## src/inc/uart_irq_defines.svh

```systemverilog
// Offsets, field positions, reset values and identification codes of the
// interrupt enable and identification registers.
// Assumes a 3-bit channel register address and 8-bit data.
`ifndef UART_IRQ_DEFINES_SVH
`define UART_IRQ_DEFINES_SVH

// ==========================================================================
// Register offsets
`define IRQ_MASK_ADDR      3'h1
`define IRQ_REPORT_ADDR    3'h2

// ==========================================================================
// Mask register fields
`define MASK_RESET         8'h00
`define MASK_RX_DATA_BIT   0
`define MASK_TX_BIT        1
`define MASK_LINE_BIT      2
`define MASK_MODEM_BIT     3
`define MASK_SLEEP_BIT     4
`define MASK_PAUSE_BIT     5
`define MASK_RTS_BIT       6
`define MASK_CTS_BIT       7
`define MASK_LOW_NIBBLE    8'h0F
`define MASK_HIGH_NIBBLE   8'hF0

// ==========================================================================
// Report register fields and source codes
`define RPT_IDLE           8'h01
`define RPT_FLOW_BIT       5
`define RPT_PAUSE_BIT      4
`define CODE_LINE          3'h3
`define CODE_TIMEOUT       3'h6
`define CODE_RX_DATA       3'h2
`define CODE_TX            3'h1
`define CODE_MODEM         3'h0
`define READ_UNMAPPED      8'h00

`endif

```

## src/inc/uart_irq_pkg.sv

```systemverilog
// Types shared by the interrupt enable and identification logic.
// Assumes the channel's source detectors deliver the struct below.
package uart_irq_pkg;

	// ======================================================================
	// Source inputs: levels first, then one-cycle event pulses
	typedef struct packed {
		logic line_error;
		logic rx_timeout;
		logic rx_data_ready;
		logic tx_below_level;
		logic modem_change;
		logic pause_char_rx;
		logic special_char_match;
		logic cts_to_inactive;
		logic rts_to_inactive;
	} irq_src_in_s;

	// ======================================================================
	// Source chosen for reporting, highest priority first
	typedef enum logic [2:0] {
		SRC_NONE    = 3'b000,
		SRC_LINE    = 3'b001,
		SRC_TIMEOUT = 3'b010,
		SRC_RX_DATA = 3'b011,
		SRC_TX      = 3'b100,
		SRC_MODEM   = 3'b101,
		SRC_PAUSE   = 3'b110,
		SRC_FLOW    = 3'b111
	} irq_src_e;

endpackage : uart_irq_pkg

```

## src/design/irq_event_latch.sv

```systemverilog
// Sticky flag for one interrupt event.
// Assumes set and clear are synchronous to clk_sys.
`timescale 1ns/10ps
`default_nettype none

module irq_event_latch
(
	input  wire logic clk_sys,
	input  wire logic rst_n,
	input  wire logic set,
	input  wire logic clr,
	output logic      flag_q
);

	logic flag_d;

	// ======================================================================
	// Next value
	// An event that lands in the clearing cycle must not be lost.
	always_comb
	begin
		flag_d = flag_q;
		if (clr)
			flag_d = 1'b0;
		if (set)
			flag_d = 1'b1;
	end

	// ======================================================================
	// State
	always_ff @(posedge clk_sys)
	begin
		if (!rst_n)
			flag_q <= 1'b0;
		else
			flag_q <= flag_d;
	end

endmodule : irq_event_latch

`default_nettype wire

```

## src/design/irq_priority_encoder.sv

```systemverilog
// Priority selection of the pending interrupt and its report byte.
// Assumes every source input is already gated by its enable bit.
`timescale 1ns/10ps
`default_nettype none

`include "uart_irq_defines.svh"

module irq_priority_encoder
(
	input  wire logic               line_error,
	input  wire logic               rx_timeout,
	input  wire logic               rx_data,
	input  wire logic               tx_space,
	input  wire logic               modem,
	input  wire logic               pause_char,
	input  wire logic               flow_change,
	input  wire logic               queue_enable,
	output uart_irq_pkg::irq_src_e  source,
	output logic [7:0]              report
);

	// ======================================================================
	// Selection
	always_comb
	begin
		source = uart_irq_pkg::SRC_NONE;
		if (line_error)
			source = uart_irq_pkg::SRC_LINE;
		else if (rx_timeout)
			source = uart_irq_pkg::SRC_TIMEOUT;
		else if (rx_data)
			source = uart_irq_pkg::SRC_RX_DATA;
		else if (tx_space)
			source = uart_irq_pkg::SRC_TX;
		else if (modem)
			source = uart_irq_pkg::SRC_MODEM;
		else if (pause_char)
			source = uart_irq_pkg::SRC_PAUSE;
		else if (flow_change)
			source = uart_irq_pkg::SRC_FLOW;
	end

	// ======================================================================
	// Report byte
	always_comb
	begin
		report = `RPT_IDLE;
		unique case (source)
			uart_irq_pkg::SRC_NONE:    report = `RPT_IDLE;
			uart_irq_pkg::SRC_LINE:    report[3:1] = `CODE_LINE;
			uart_irq_pkg::SRC_TIMEOUT: report[3:1] = `CODE_TIMEOUT;
			uart_irq_pkg::SRC_RX_DATA: report[3:1] = `CODE_RX_DATA;
			uart_irq_pkg::SRC_TX:      report[3:1] = `CODE_TX;
			uart_irq_pkg::SRC_MODEM:   report[3:1] = `CODE_MODEM;
			uart_irq_pkg::SRC_PAUSE:   report[`RPT_PAUSE_BIT] = 1'b1;
			uart_irq_pkg::SRC_FLOW:    report[`RPT_FLOW_BIT] = 1'b1;
		endcase
		if (source != uart_irq_pkg::SRC_NONE)
			report[0] = 1'b0;
		report[7] = queue_enable;
		report[6] = queue_enable;
	end

endmodule : irq_priority_encoder

`default_nettype wire

```

## src/design/uart_interrupt_enable_identify.sv

```systemverilog
// Interrupt enable and identification logic of one UART channel.
// Assumes the register strobes are one-cycle pulses synchronous to clk_sys
// and that the source detectors, the queue, modem and feature registers
// live elsewhere and hand their bits in as levels or one-cycle pulses.
`timescale 1ns/10ps
`default_nettype none

`include "uart_irq_defines.svh"

// How it works
// - Mask bit 0 lets receive-data and time-out sources interrupt.
// - Mask bit 1 lets the transmit-space source interrupt.
// - Mask bit 2 lets receive line errors interrupt.
// - Mask bit 3 lets modem status changes interrupt.
// - Mask bit 4 puts the channel to sleep.
// - Mask bit 5 lets a received pause character interrupt.
// - Mask bit 7 gates CTS changes, bit 6 gates RTS changes.
// - Reset clears the whole mask: nothing interrupts, no sleep.
// - Mask bits 7..4 change only while the feature write enable is set.
// - Setting mask bit 1 again while below level raises a fresh interrupt.
// - The request pin rises whenever an enabled source is pending.
// - Report register is 8 bits, read only; writes to it are ignored.
// - Report bits 7 and 6 copy queue control bit 0.
// - Report bit 0 is 0 while something is pending, else 1.
// - Report bit 5 flags a CTS or RTS change to inactive.
// - Report bit 4 flags a pause or special character.
// - Bits 3..1 code line 011, time-out 110, data 010, tx 001, modem 000.
// - Pause character is priority 6, flow-line change priority 7.
// - Request pin floats unless the modem-control output enable is set.
// - A special character match, when enabled, sets report bit 4.
module uart_interrupt_enable_identify
(
	input  wire logic                    clk_sys,
	input  wire logic                    rst_n,
	input  wire logic [2:0]              reg_addr,
	input  wire logic                    reg_wr,
	input  wire logic                    reg_rd,
	input  wire logic [7:0]              reg_wdata,
	output logic [7:0]                   reg_rdata,
	input  wire logic                    efr_write_enable,
	input  wire logic                    efr_special_detect,
	input  wire logic                    fcr_queue_enable,
	input  wire logic                    mcr_irq_output_enable,
	input  wire uart_irq_pkg::irq_src_in_s src,
	input  wire logic                    thr_write,
	output logic                         service_request,
	output logic                         service_request_oe,
	output logic                         sleep_mode
);

	// ======================================================================
	// Decoding

	function automatic logic reg_hit(input logic [2:0] addr,
		input logic [2:0] target, input logic strobe);
		reg_hit = strobe && (addr == target);
	endfunction : reg_hit

	logic mask_wr;
	logic report_rd;
	logic mask_rd;

	assign mask_wr   = reg_hit(reg_addr, `IRQ_MASK_ADDR, reg_wr);
	assign mask_rd   = reg_hit(reg_addr, `IRQ_MASK_ADDR, reg_rd);
	// A write to the report offset matches nothing and is dropped.
	assign report_rd = reg_hit(reg_addr, `IRQ_REPORT_ADDR, reg_rd);

	// ======================================================================
	// Mask register

	logic [7:0] irq_source_mask_q;
	logic [7:0] irq_source_mask_d;
	logic [7:0] write_keep;

	always_comb
	begin
		write_keep = efr_write_enable ? 8'h00 : `MASK_HIGH_NIBBLE;
		irq_source_mask_d = irq_source_mask_q;
		if (mask_wr)
			irq_source_mask_d = (reg_wdata & ~write_keep)
				| (irq_source_mask_q & write_keep);
	end

	always_ff @(posedge clk_sys)
	begin
		if (!rst_n)
			irq_source_mask_q <= `MASK_RESET;
		else
			irq_source_mask_q <= irq_source_mask_d;
	end

	logic en_rx_data;
	logic en_tx;
	logic en_line;
	logic en_modem;
	logic en_pause;
	logic en_rts;
	logic en_cts;

	assign en_rx_data = irq_source_mask_q[`MASK_RX_DATA_BIT];
	assign en_tx      = irq_source_mask_q[`MASK_TX_BIT];
	assign en_line    = irq_source_mask_q[`MASK_LINE_BIT];
	assign en_modem   = irq_source_mask_q[`MASK_MODEM_BIT];
	assign en_pause   = irq_source_mask_q[`MASK_PAUSE_BIT];
	assign en_rts     = irq_source_mask_q[`MASK_RTS_BIT];
	assign en_cts     = irq_source_mask_q[`MASK_CTS_BIT];

	assign sleep_mode = irq_source_mask_q[`MASK_SLEEP_BIT];

	// ======================================================================
	// Transmit-space event

	// The transmit source is an event, not a level: it fires when the
	// queue drops below its level or when the enable is set again, and
	// it is serviced by reading the report or loading new data.
	logic tx_below_q;
	logic tx_below_d;
	logic tx_en_q;
	logic tx_en_d;
	logic tx_set;
	logic tx_clr;
	logic tx_flag;

	always_comb
	begin
		tx_below_d = src.tx_below_level;
		tx_en_d    = en_tx;
		tx_set     = en_tx && src.tx_below_level
			&& (!tx_below_q || !tx_en_q);
		tx_clr     = thr_write || !src.tx_below_level;
	end

	always_ff @(posedge clk_sys)
	begin
		if (!rst_n)
		begin
			tx_below_q <= 1'b0;
			tx_en_q    <= 1'b0;
		end
		else
		begin
			tx_below_q <= tx_below_d;
			tx_en_q    <= tx_en_d;
		end
	end

	// ======================================================================
	// Sticky event flags

	uart_irq_pkg::irq_src_e source;

	logic tx_report_clr;
	logic pause_set;
	logic pause_flag;
	logic flow_clr;
	logic cts_flag;
	logic rts_flag;

	// Reading the report services the event that it showed.
	assign tx_report_clr = tx_clr
		|| (report_rd && source == uart_irq_pkg::SRC_TX);
	assign pause_set = en_pause && (src.pause_char_rx
		|| (efr_special_detect && src.special_char_match));
	assign flow_clr = report_rd
		&& source == uart_irq_pkg::SRC_FLOW;

	irq_event_latch u_tx_latch
	(
		.clk_sys (clk_sys),
		.rst_n   (rst_n),
		.set     (tx_set),
		.clr     (tx_report_clr),
		.flag_q  (tx_flag)
	);

	irq_event_latch u_pause_latch
	(
		.clk_sys (clk_sys),
		.rst_n   (rst_n),
		.set     (pause_set),
		.clr     (report_rd && source == uart_irq_pkg::SRC_PAUSE),
		.flag_q  (pause_flag)
	);

	irq_event_latch u_cts_latch
	(
		.clk_sys (clk_sys),
		.rst_n   (rst_n),
		.set     (en_cts && src.cts_to_inactive),
		.clr     (flow_clr),
		.flag_q  (cts_flag)
	);

	irq_event_latch u_rts_latch
	(
		.clk_sys (clk_sys),
		.rst_n   (rst_n),
		.set     (en_rts && src.rts_to_inactive),
		.clr     (flow_clr),
		.flag_q  (rts_flag)
	);

	// ======================================================================
	// Priority and report

	logic [7:0] irq_source_report;

	// Clearing a mask bit also hides an event flag already latched.
	irq_priority_encoder u_encoder
	(
		.line_error   (en_line && src.line_error),
		.rx_timeout   (en_rx_data && src.rx_timeout),
		.rx_data      (en_rx_data && src.rx_data_ready),
		.tx_space     (en_tx && tx_flag),
		.modem        (en_modem && src.modem_change),
		.pause_char   (en_pause && pause_flag),
		.flow_change  ((en_cts && cts_flag) || (en_rts && rts_flag)),
		.queue_enable (fcr_queue_enable),
		.source       (source),
		.report       (irq_source_report)
	);

	// ======================================================================
	// Read data and request pin

	logic [7:0] rdata_d;
	logic [7:0] rdata_q;
	logic       request_d;
	logic       request_q;

	always_comb
	begin
		rdata_d = rdata_q;
		if (mask_rd)
			rdata_d = irq_source_mask_q;
		else if (report_rd)
			rdata_d = irq_source_report;
		else if (reg_rd)
			rdata_d = `READ_UNMAPPED;
		request_d = (source != uart_irq_pkg::SRC_NONE);
	end

	always_ff @(posedge clk_sys)
	begin
		if (!rst_n)
		begin
			rdata_q   <= 8'h00;
			request_q <= 1'b0;
		end
		else
		begin
			rdata_q   <= rdata_d;
			request_q <= request_d;
		end
	end

	assign reg_rdata          = rdata_q;
	assign service_request    = request_q;
	// The pin is left floating by the pad while its enable is low.
	assign service_request_oe = mcr_irq_output_enable;

endmodule : uart_interrupt_enable_identify

`default_nettype wire

```

## config.mk

```make
export PLATFORM = sky130hd
export DESIGN_NAME = uart_interrupt_enable_identify
export DESIGN_NICKNAME = d
export VERILOG_FILES = /design/src/inc/uart_irq_pkg.sv /design/src/design/irq_event_latch.sv /design/src/design/irq_priority_encoder.sv /design/src/design/uart_interrupt_enable_identify.sv
export VERILOG_INCLUDE_DIRS = /design/src /design/src/inc
export SDC_FILE = /design/constraint.sdc
export NUM_CORES = 1
export LEC_CHECK = 0
export ABC_AREA = 1
export BUFFER_PORTS_ARGS = -buffer_cell sky130_fd_sc_hd__buf_2
export CORE_ASPECT_RATIO = 0.6
export CORE_MARGIN = 1
export CORE_UTILIZATION = 40
export CTS_CLUSTER_SIZE = 30
export DETAILED_ROUTE_END_ITERATION = 10
export HOLD_SLACK_MARGIN = 0.06
export PLACE_DENSITY = 0.79
export SKIP_LAST_GASP = 1
export SYNTH_ARGS = -nofsm -noshare
export SYNTH_HDL_FRONTEND = slang
export SYNTH_SLANG_ARGS = --single-unit
```

## constraint.sdc

```tcl
create_clock -name clk_sys -period 1.39 [get_ports clk_sys]
set_clock_uncertainty 0.2 [all_clocks]
set_input_delay 0.417 -clock clk_sys [delete_from_list [all_inputs] [get_ports clk_sys]]
set_output_delay 0.417 -clock clk_sys [all_outputs]
set_load 0.01 [all_outputs]
```

==> results of run 1 <==
==> final cells by class <==
type                    count  area share
multi-input cells         111      0.3975
flip-flops and latches     23      0.2842
repair buffers             58      0.2124
clock buffers               4     0.02665
inverters                  23     0.05551
well taps                  32     0.02369
==> worst max-delay path, delay by kind of cell (launching register included) <==
kind	cells	cell delay [ns]
AND/OR/NAND/NOR	5	0.57
flip-flops	1	0.39
AO/OA/AOI/OAI	2	0.19
buffers and inverters	1	0.06
==> cells by family after synthesis <==
kind of cell,count (synthesis),share of synthesized area
AOI/OAI and AO/OA,33,0.1738
buffers and inverters,26,0.09528
DFF,23,0.4126
and+or+nand+nor,78,0.3184
==> repair_timing <==
item | in CTS | in global routing
gates resized for setup | 18 | 23
setup endpoints to repair | 11 | 17
hold buffers | 0 | 0
pin swaps | 4 | 16
endpoints found under the hold margin | 0 | 0
buffers inserted | 0 | 3
==> placed cells by master, fill, tap and decap left out <==
cell | netlist | final
buf_4 | 2 | 21
a21oi_4 | 1 | 2
o21ai_0 | 13 | 9
nor2_1 | 14 | 13
inv_1 | 20 | 16
o221ai_1 | 2 | 2
buf_2 | 1 | 35
inv_2 | 3 | 4
dfxtp_2 | 0 | 13
nand3_4 | 0 | 1
clkbuf_8 | 0 | 3
a21oi_1 | 14 | 13
a21oi_2 | 2 | 2
buf_6 | 0 | 1
clkbuf_1 | 0 | 1
nand2_8 | 0 | 3
nand3_1 | 8 | 7
nor3_1 | 1 | 1
o211ai_1 | 1 | 1
nand2_2 | 5 | 9
inv_4 | 0 | 3
nand4_1 | 1 | 1
dfxtp_1 | 23 | 9
nor2_2 | 2 | 3
dfxtp_4 | 0 | 1
nand3_2 | 3 | 3
o21ai_2 | 0 | 2
nor3_4 | 1 | 1
nand2_1 | 43 | 32
o21ai_1 | 0 | 2
buf_8 | 0 | 1
nand2_4 | 0 | 4
==> power by group through the flow <==
stage / registers, µW / logic [µW] / clock network [µW]
5_1_grt: 697 / 227 / 467
3_3_place_gp: 708 / 182 / 0
2_1_floorplan: 713 / 80.9 / 0
4_1_cts: 692 / 189 / 426
3_5_place_dp: 708 / 184 / 0
6_report: 694 / 206 / 417
==> how the worst min path moves through the flow <==
stage,to,slack (ns),cells past startpoint
detailed placement,u_cts_latch.flag_q,0.25,2
floorplan,u_cts_latch.flag_q,0.24,2
global route,tx_below_q,0.16,3
finish,tx_below_q,0.17,3
CTS,tx_below_q,0.16,3
global placement,u_cts_latch.flag_q,0.24,2
==> stage by stage <==
stage               setup slack [ns]  hold slack, ns  power (µW)  area (µm²)
global placement             -0.2575          0.2424       889.8        1521
detailed placement           -0.2694          0.2464       891.4        1521
global route                 -0.2044          0.1609        1391        1690
floorplan                   -0.03395          0.2366       794.0        1181
CTS                         -0.07970          0.1585        1308        1599
finish                       -0.1245          0.1654        1317        1690
==> routing by layer <==
metal  global-route usage  up-vias  part of all wire
li1                     -      634                 -
met1               0.2776      508              0.50
met2               0.3288       36              0.44
met3              0.06413        2             0.054
met4              0.02800        0            0.0099
met5                    0        -                 0
==> summary.md, run 1 <==
| Metric | Value |
|---|---|
| CTS sink cnt | 23 |
| Setup TNS | -0.5287 ns |
| Switch Pwr | 335.8 µW |
| Final hold violations | 0 |
| Chip Height | 42.92 µm |
| Vias per inst | 4.701 |
| R2r startpoint | irq_source_mask_q[0] |
| CP Class | flop to flop |
| YS warnings | 0 |
| Critical Path End | u_rts_latch.flag_q |
| Pwr per Cell Area | 779.4 mW/mm² |
| FMAX | 660.3 MHz |
| Tightest Pin Transition | 0.2597 ns |
| Static Leak | 0.0008646 µW |
| CTS Buffer Depth | 2 |
| Placed wire-length estimate | 2.214 mm |
| Fill cells | 225 |
| TritonCTS Buffers | 3 |
| CP Launch Type | flop |
| Area of the multi-input gates | 671.9 µm² |
| GRT Overall Usage | 0.2049 |
| Clk root buf | clkbuf_8 |
| Final period util | 1.090 |
| Slew headroom | 0.8261 |
| CTS clk-pin slew, worst paths | 0.08 ns |
| Rows | 14 |
| Status | complete, but fails checks |
| Post-synth EDFFs | 0 |
| Critical hold path startpoint | src[5] |
| Synth top area share | 0.4126 |
| Failing checks | negative setup slack |
| RSZ-0062 raised after global routing | true |
| Drt wl/cell | 11.70 µm |
| Drt pass-1 iters | 4 |
| Top post-synthesis cells by area | dfxtp_1 (41%), nand2_1 (14%), inv_1 (6.7%) |
| Peak VDD IR | 0.6883 mV |
| Number of I/O pins | 40 |
| R2R Setup Slk | -0.12 ns |
| Combinational power share | 0.157 |
| Layout area overhead | 51.46% |
| Avg Inst Size Synth | 6.975 µm² |
| Initial DRC count | 44 |
| Crit-path cells | nand2_8 > nand2_4 > inv_4 > o211ai_1 > nor2_2 > nand3_2 > nand2_1 > a21oi_1 |
| Skew-Pair Late Insertion Delay | 0.26 ns |
| Top-count cell post-synth | nand2_1 |
| Crit path DAT | 1.47 ns |
| Die width | 70.20 µm |
| CTS tree | done |
| Post-synthesis cell type count | 20 |
| Sequential area share after synthesis | 0.4126 |
| Worst Setup End Kind | flop |
| R2r worst-path depth | 8 |
| Yosys reg bits | 23 |
| R2R Path End | u_rts_latch.flag_q |
| Routed via count | 1,180 |
| Vias in the first global route | 1,070 |
| Starting density of the core | 0.4334 |
| Share of layout cells above drive strength 1 | 0.5114 |
| CP Max Fanout | 3 |
| Seq. cell area | 480.5 µm² |
| Final min period | 1.514 ns |
| Final setup fails | 9 |
| Mapped cell area | 0.001116 mm² |
| Clock power frac | 0.317 |
| Critical path origin | irq_source_mask_q[0] |
| Slowest CP cell | dfxtp_4 |
| Die area | 0.003012 mm² |
| DRC Markers | 0 |
| WL final | 2.937 mm |
| Final Util | 0.6565 |
| First-pass GRT wire length | 4.754 mm |
| Async set or reset register ratio after synthesis | 0 |
| Routability cong. | 0.8065 |
| Post-Synthesis Cells | 160 |
| Largest net degree at the start of global routing | 14 |
| Sw frac | 0.2549 |
| Top FF cell, synth | dfxtp_1 |
| Post-Syn Nets | 189 |
| H-tree Lvls | 1 |
| Initial antenna violation count | 0 |
| Part of the power in registers | 0.527 |
| Worst setup margin | -0.1245 ns |
| Data required time of the worst path | 1.35 ns |
| Top cell type by total area after synthesis | dfxtp_1 |
| GRT Residual Overflow | 0 |
| Synth top cells by count | nand2_1 (43), dfxtp_1 (23), inv_1 (20) |
| Max Transition Viols Final | 0 |
| Antenna diodes | 0 |
| Max incr delay on CP | 0.39 ns |
| Number of nets with antenna violations after routing | 0 |
| Fin cells | 251 |
| Internal power | 981.6 µW |
| PortBufs | 37 |
| Nets | 249 |
| Worst hold path type | input port to flop |
| Total core area | 0.002575 mm² |
| Post-placement cell count | 244 |
| Max-cap violation count | 0 |
Note: power is estimated with default switching activity, not from simulation.
==> run 2: changes to the inputs <==
- PLACE_DENSITY: 0.79 -> 0.76
- SYNTH_HIERARCHICAL: default -> 1
==> summary.md, run 2 <==
| Metric | Value |
|---|---|
| Status | complete, but fails checks |
| Failing checks | negative setup slack |
| Yosys reg bits | 23 |
| Worst hold path type | input port to flop |
| Final period util | 1.266 |
| CP dominant cell by count | nand2_1 |
| PortBufs | 37 |
| Final min period | 1.760 ns |
| Total core area | 0.003323 mm² |
| WL final | 3.438 mm |
| Crit-path cells | a22o_1 > inv_1 > nand2_1 > nand2_1 > nand2_2 > nand2_4 > inv_6 > nor2_4 > nand4_1 > nand3b_1 > inv_1 > nand2_1 > a21oi_2 |
| Vias in the first global route | 1,197 |
| Layout area overhead | 43.34% |
| YS warnings | 6 |
| Peak VDD IR | 0.3348 mV |
| H-tree Lvls | 1 |
| Top cell type by total area after synthesis | dfxtp_1 |
| Rows | 16 |
| Die width | 78.86 µm |
| Number of I/O pins | 40 |
| Drt pass-1 iters | 4 |
| Clk root buf | clkbuf_8 |
| Data required time of the worst path | 1.36 ns |
| Share of layout cells above drive strength 1 | 0.4207 |
| Static Leak | 0.001174 µW |
| Tightest Pin Transition | 0.3512 ns |
| Routed via count | 1,468 |
| CTS tree | done |
| Async set or reset register ratio after synthesis | 0 |
| DRC Markers | 0 |
| Avg Inst Size Synth | 6.300 µm² |
| Final hold violations | 0 |
| Commonest non-fill, non-tap cell in the layout | nand2_1 |
| Synth top cells by count | nand2_1 (57), inv_1 (48), nor2_1 (38) |
| Nets | 320 |
| Worst setup margin | -0.3703 ns |
| CTS sink cnt | 23 |
| Top post-synthesis cells by area | dfxtp_1 (32%), nand2_1 (15%), inv_1 (13%) |
| CP Max Fanout | 4 |
| Post-synth EDFFs | 0 |
| Routability cong. | 0.8056 |
| Slew headroom | 0.7651 |
| Drt wl/cell | 10.26 µm |
| Max-cap violation count | 0 |
| Antenna diodes | 0 |
| FMAX | 568.1 MHz |
| Initial antenna violation count | 0 |
| Sequential area share after synthesis | 0.3248 |
| First-pass GRT wire length | 5.313 mm |
| GRT Overall Usage | 0.1876 |
| TritonCTS Buffers | 3 |
| Synth top area share | 0.3248 |
| Slowest CP cell | dfxtp_2 |
| Top-count cell post-synth | nand2_1 |
| Worst Setup End Kind | flop |
| GRT Residual Overflow | 0 |
| Setup TNS | -3.227 ns |
| Final setup fails | 11 |
| Initial DRC count | 47 |
| Post-synthesis cell type count | 27 |
| Post-Syn Nets | 254 |
| Number of nets with antenna violations after routing | 0 |
| CTS Buffer Depth | 2 |
| Max Transition Viols Final | 0 |
| Pwr per Cell Area | 702.4 mW/mm² |
| CP Launch Type | flop |
| Die area | 0.003794 mm² |
| Top FF cell, synth | dfxtp_1 |
| Largest net degree at the start of global routing | 17 |
| Chip Height | 48.12 µm |
| CP Class | flop to flop |
| Max incr delay on CP | 0.33 ns |
| Vias per inst | 4.382 |
| Final Util | 0.6114 |
| Skew-Pair Late Insertion Delay | 0.27 ns |
| RSZ-0062 raised after global routing | true |
| Mapped cell area | 0.001418 mm² |
| Placed wire-length estimate | 2.475 mm |
| CTS clk-pin slew, worst paths | 0.08 ns |
| Starting density of the core | 0.4266 |
| Crit path DAT | 1.73 ns |
| Post-Synthesis Cells | 225 |
| Commonest cells after routing, fill and taps aside | nand2_1 (51), inv_1 (45), buf_2 (37) |
run 2: cell type report:
| type | instances | area (µm²) |
|---|---|---|
| multi-input cells | 142 | 812.0 |
| fillers | 329 | 1291 |
| flip-flops and latches | 23 | 469.2 |
| well taps | 45 | 56.30 |
| clock buffers | 4 | 45.04 |
| inverters | 54 | 211.5 |
| repair buffers | 67 | 437.9 |
run 2: final timing paths:
| check | cells past startpoint | start | slack (ns) | to |
|---|---|---|---|---|
| max reg2reg | 13 | u_cts_latch/flag_q | -0.37 | u_tx_latch/flag_q |
| max | 13 | u_cts_latch/flag_q | -0.37 | u_tx_latch/flag_q |
| min | 3 | src[5] | 0.16 | tx_below_q |
| min reg2reg | 2 | u_rts_latch/flag_q | 0.27 | u_rts_latch/flag_q |
run 2: power by group:
| group | switching, µW | internal, µW | leakage [µW] | total (µW) |
|---|---|---|---|---|
| Sequential | 11.3 | 684 | 0.000191 | 695 |
| Clock | 222 | 205 | 0.0000228 | 427 |
| Combinational | 162 | 143 | 0.000960 | 305 |
run 2: kinds of logic after synthesis:
| family | Yosys count | synth area share |
|---|---|---|
| DFF | 23 | 0.3248 |
| buffers and inverters | 60 | 0.1774 |
| and+or+nand+nor | 134 | 0.4563 |
| AOI/OAI and AO/OA | 8 | 0.04148 |
run 2: layer usage:
layer	wire (µm)	up-vias	global-route usage
met3	230	4	0.04860
met5	0	-	0
li1	-	789	-
met2	1508	43	0.3096
met4	21	0	0.04364
met1	1677	632	0.2536
run 2: through the flow:
stage	cells	total power, µW	cell area [µm²]	hold slack, ns	setup slack, ns
after floorplan	225	855.7	1439	0.2449	-0.2377
after CTS	331	1415	1924	0.1528	-0.3440
final	335	1427	2032	0.1621	-0.3703
after global routing	335	1509	2032	0.1770	-0.4518
after global placement	325	970.5	1828	0.2536	-0.3858
after detailed placement	325	973.9	1828	0.2570	-0.4213
run 2: repair_timing:
| action | 4_1_cts | 5_1_grt |
|---|---|---|
| resized for setup | 11 | 21 |
| gates cloned | 0 | 0 |
| hold buffers | 0 | 0 |
| pin swaps | 13 | 25 |
| buffers inserted | 2 | 5 |
| endpoints found under the setup margin | 12 | 15 |
run 2: worst max-delay path, delay by kind of cell (launching register included):
family          cells  cell delay [ns]
compound gates      2             0.30
simple gates        8             0.67
flops               1             0.33
buf+inv             3             0.15
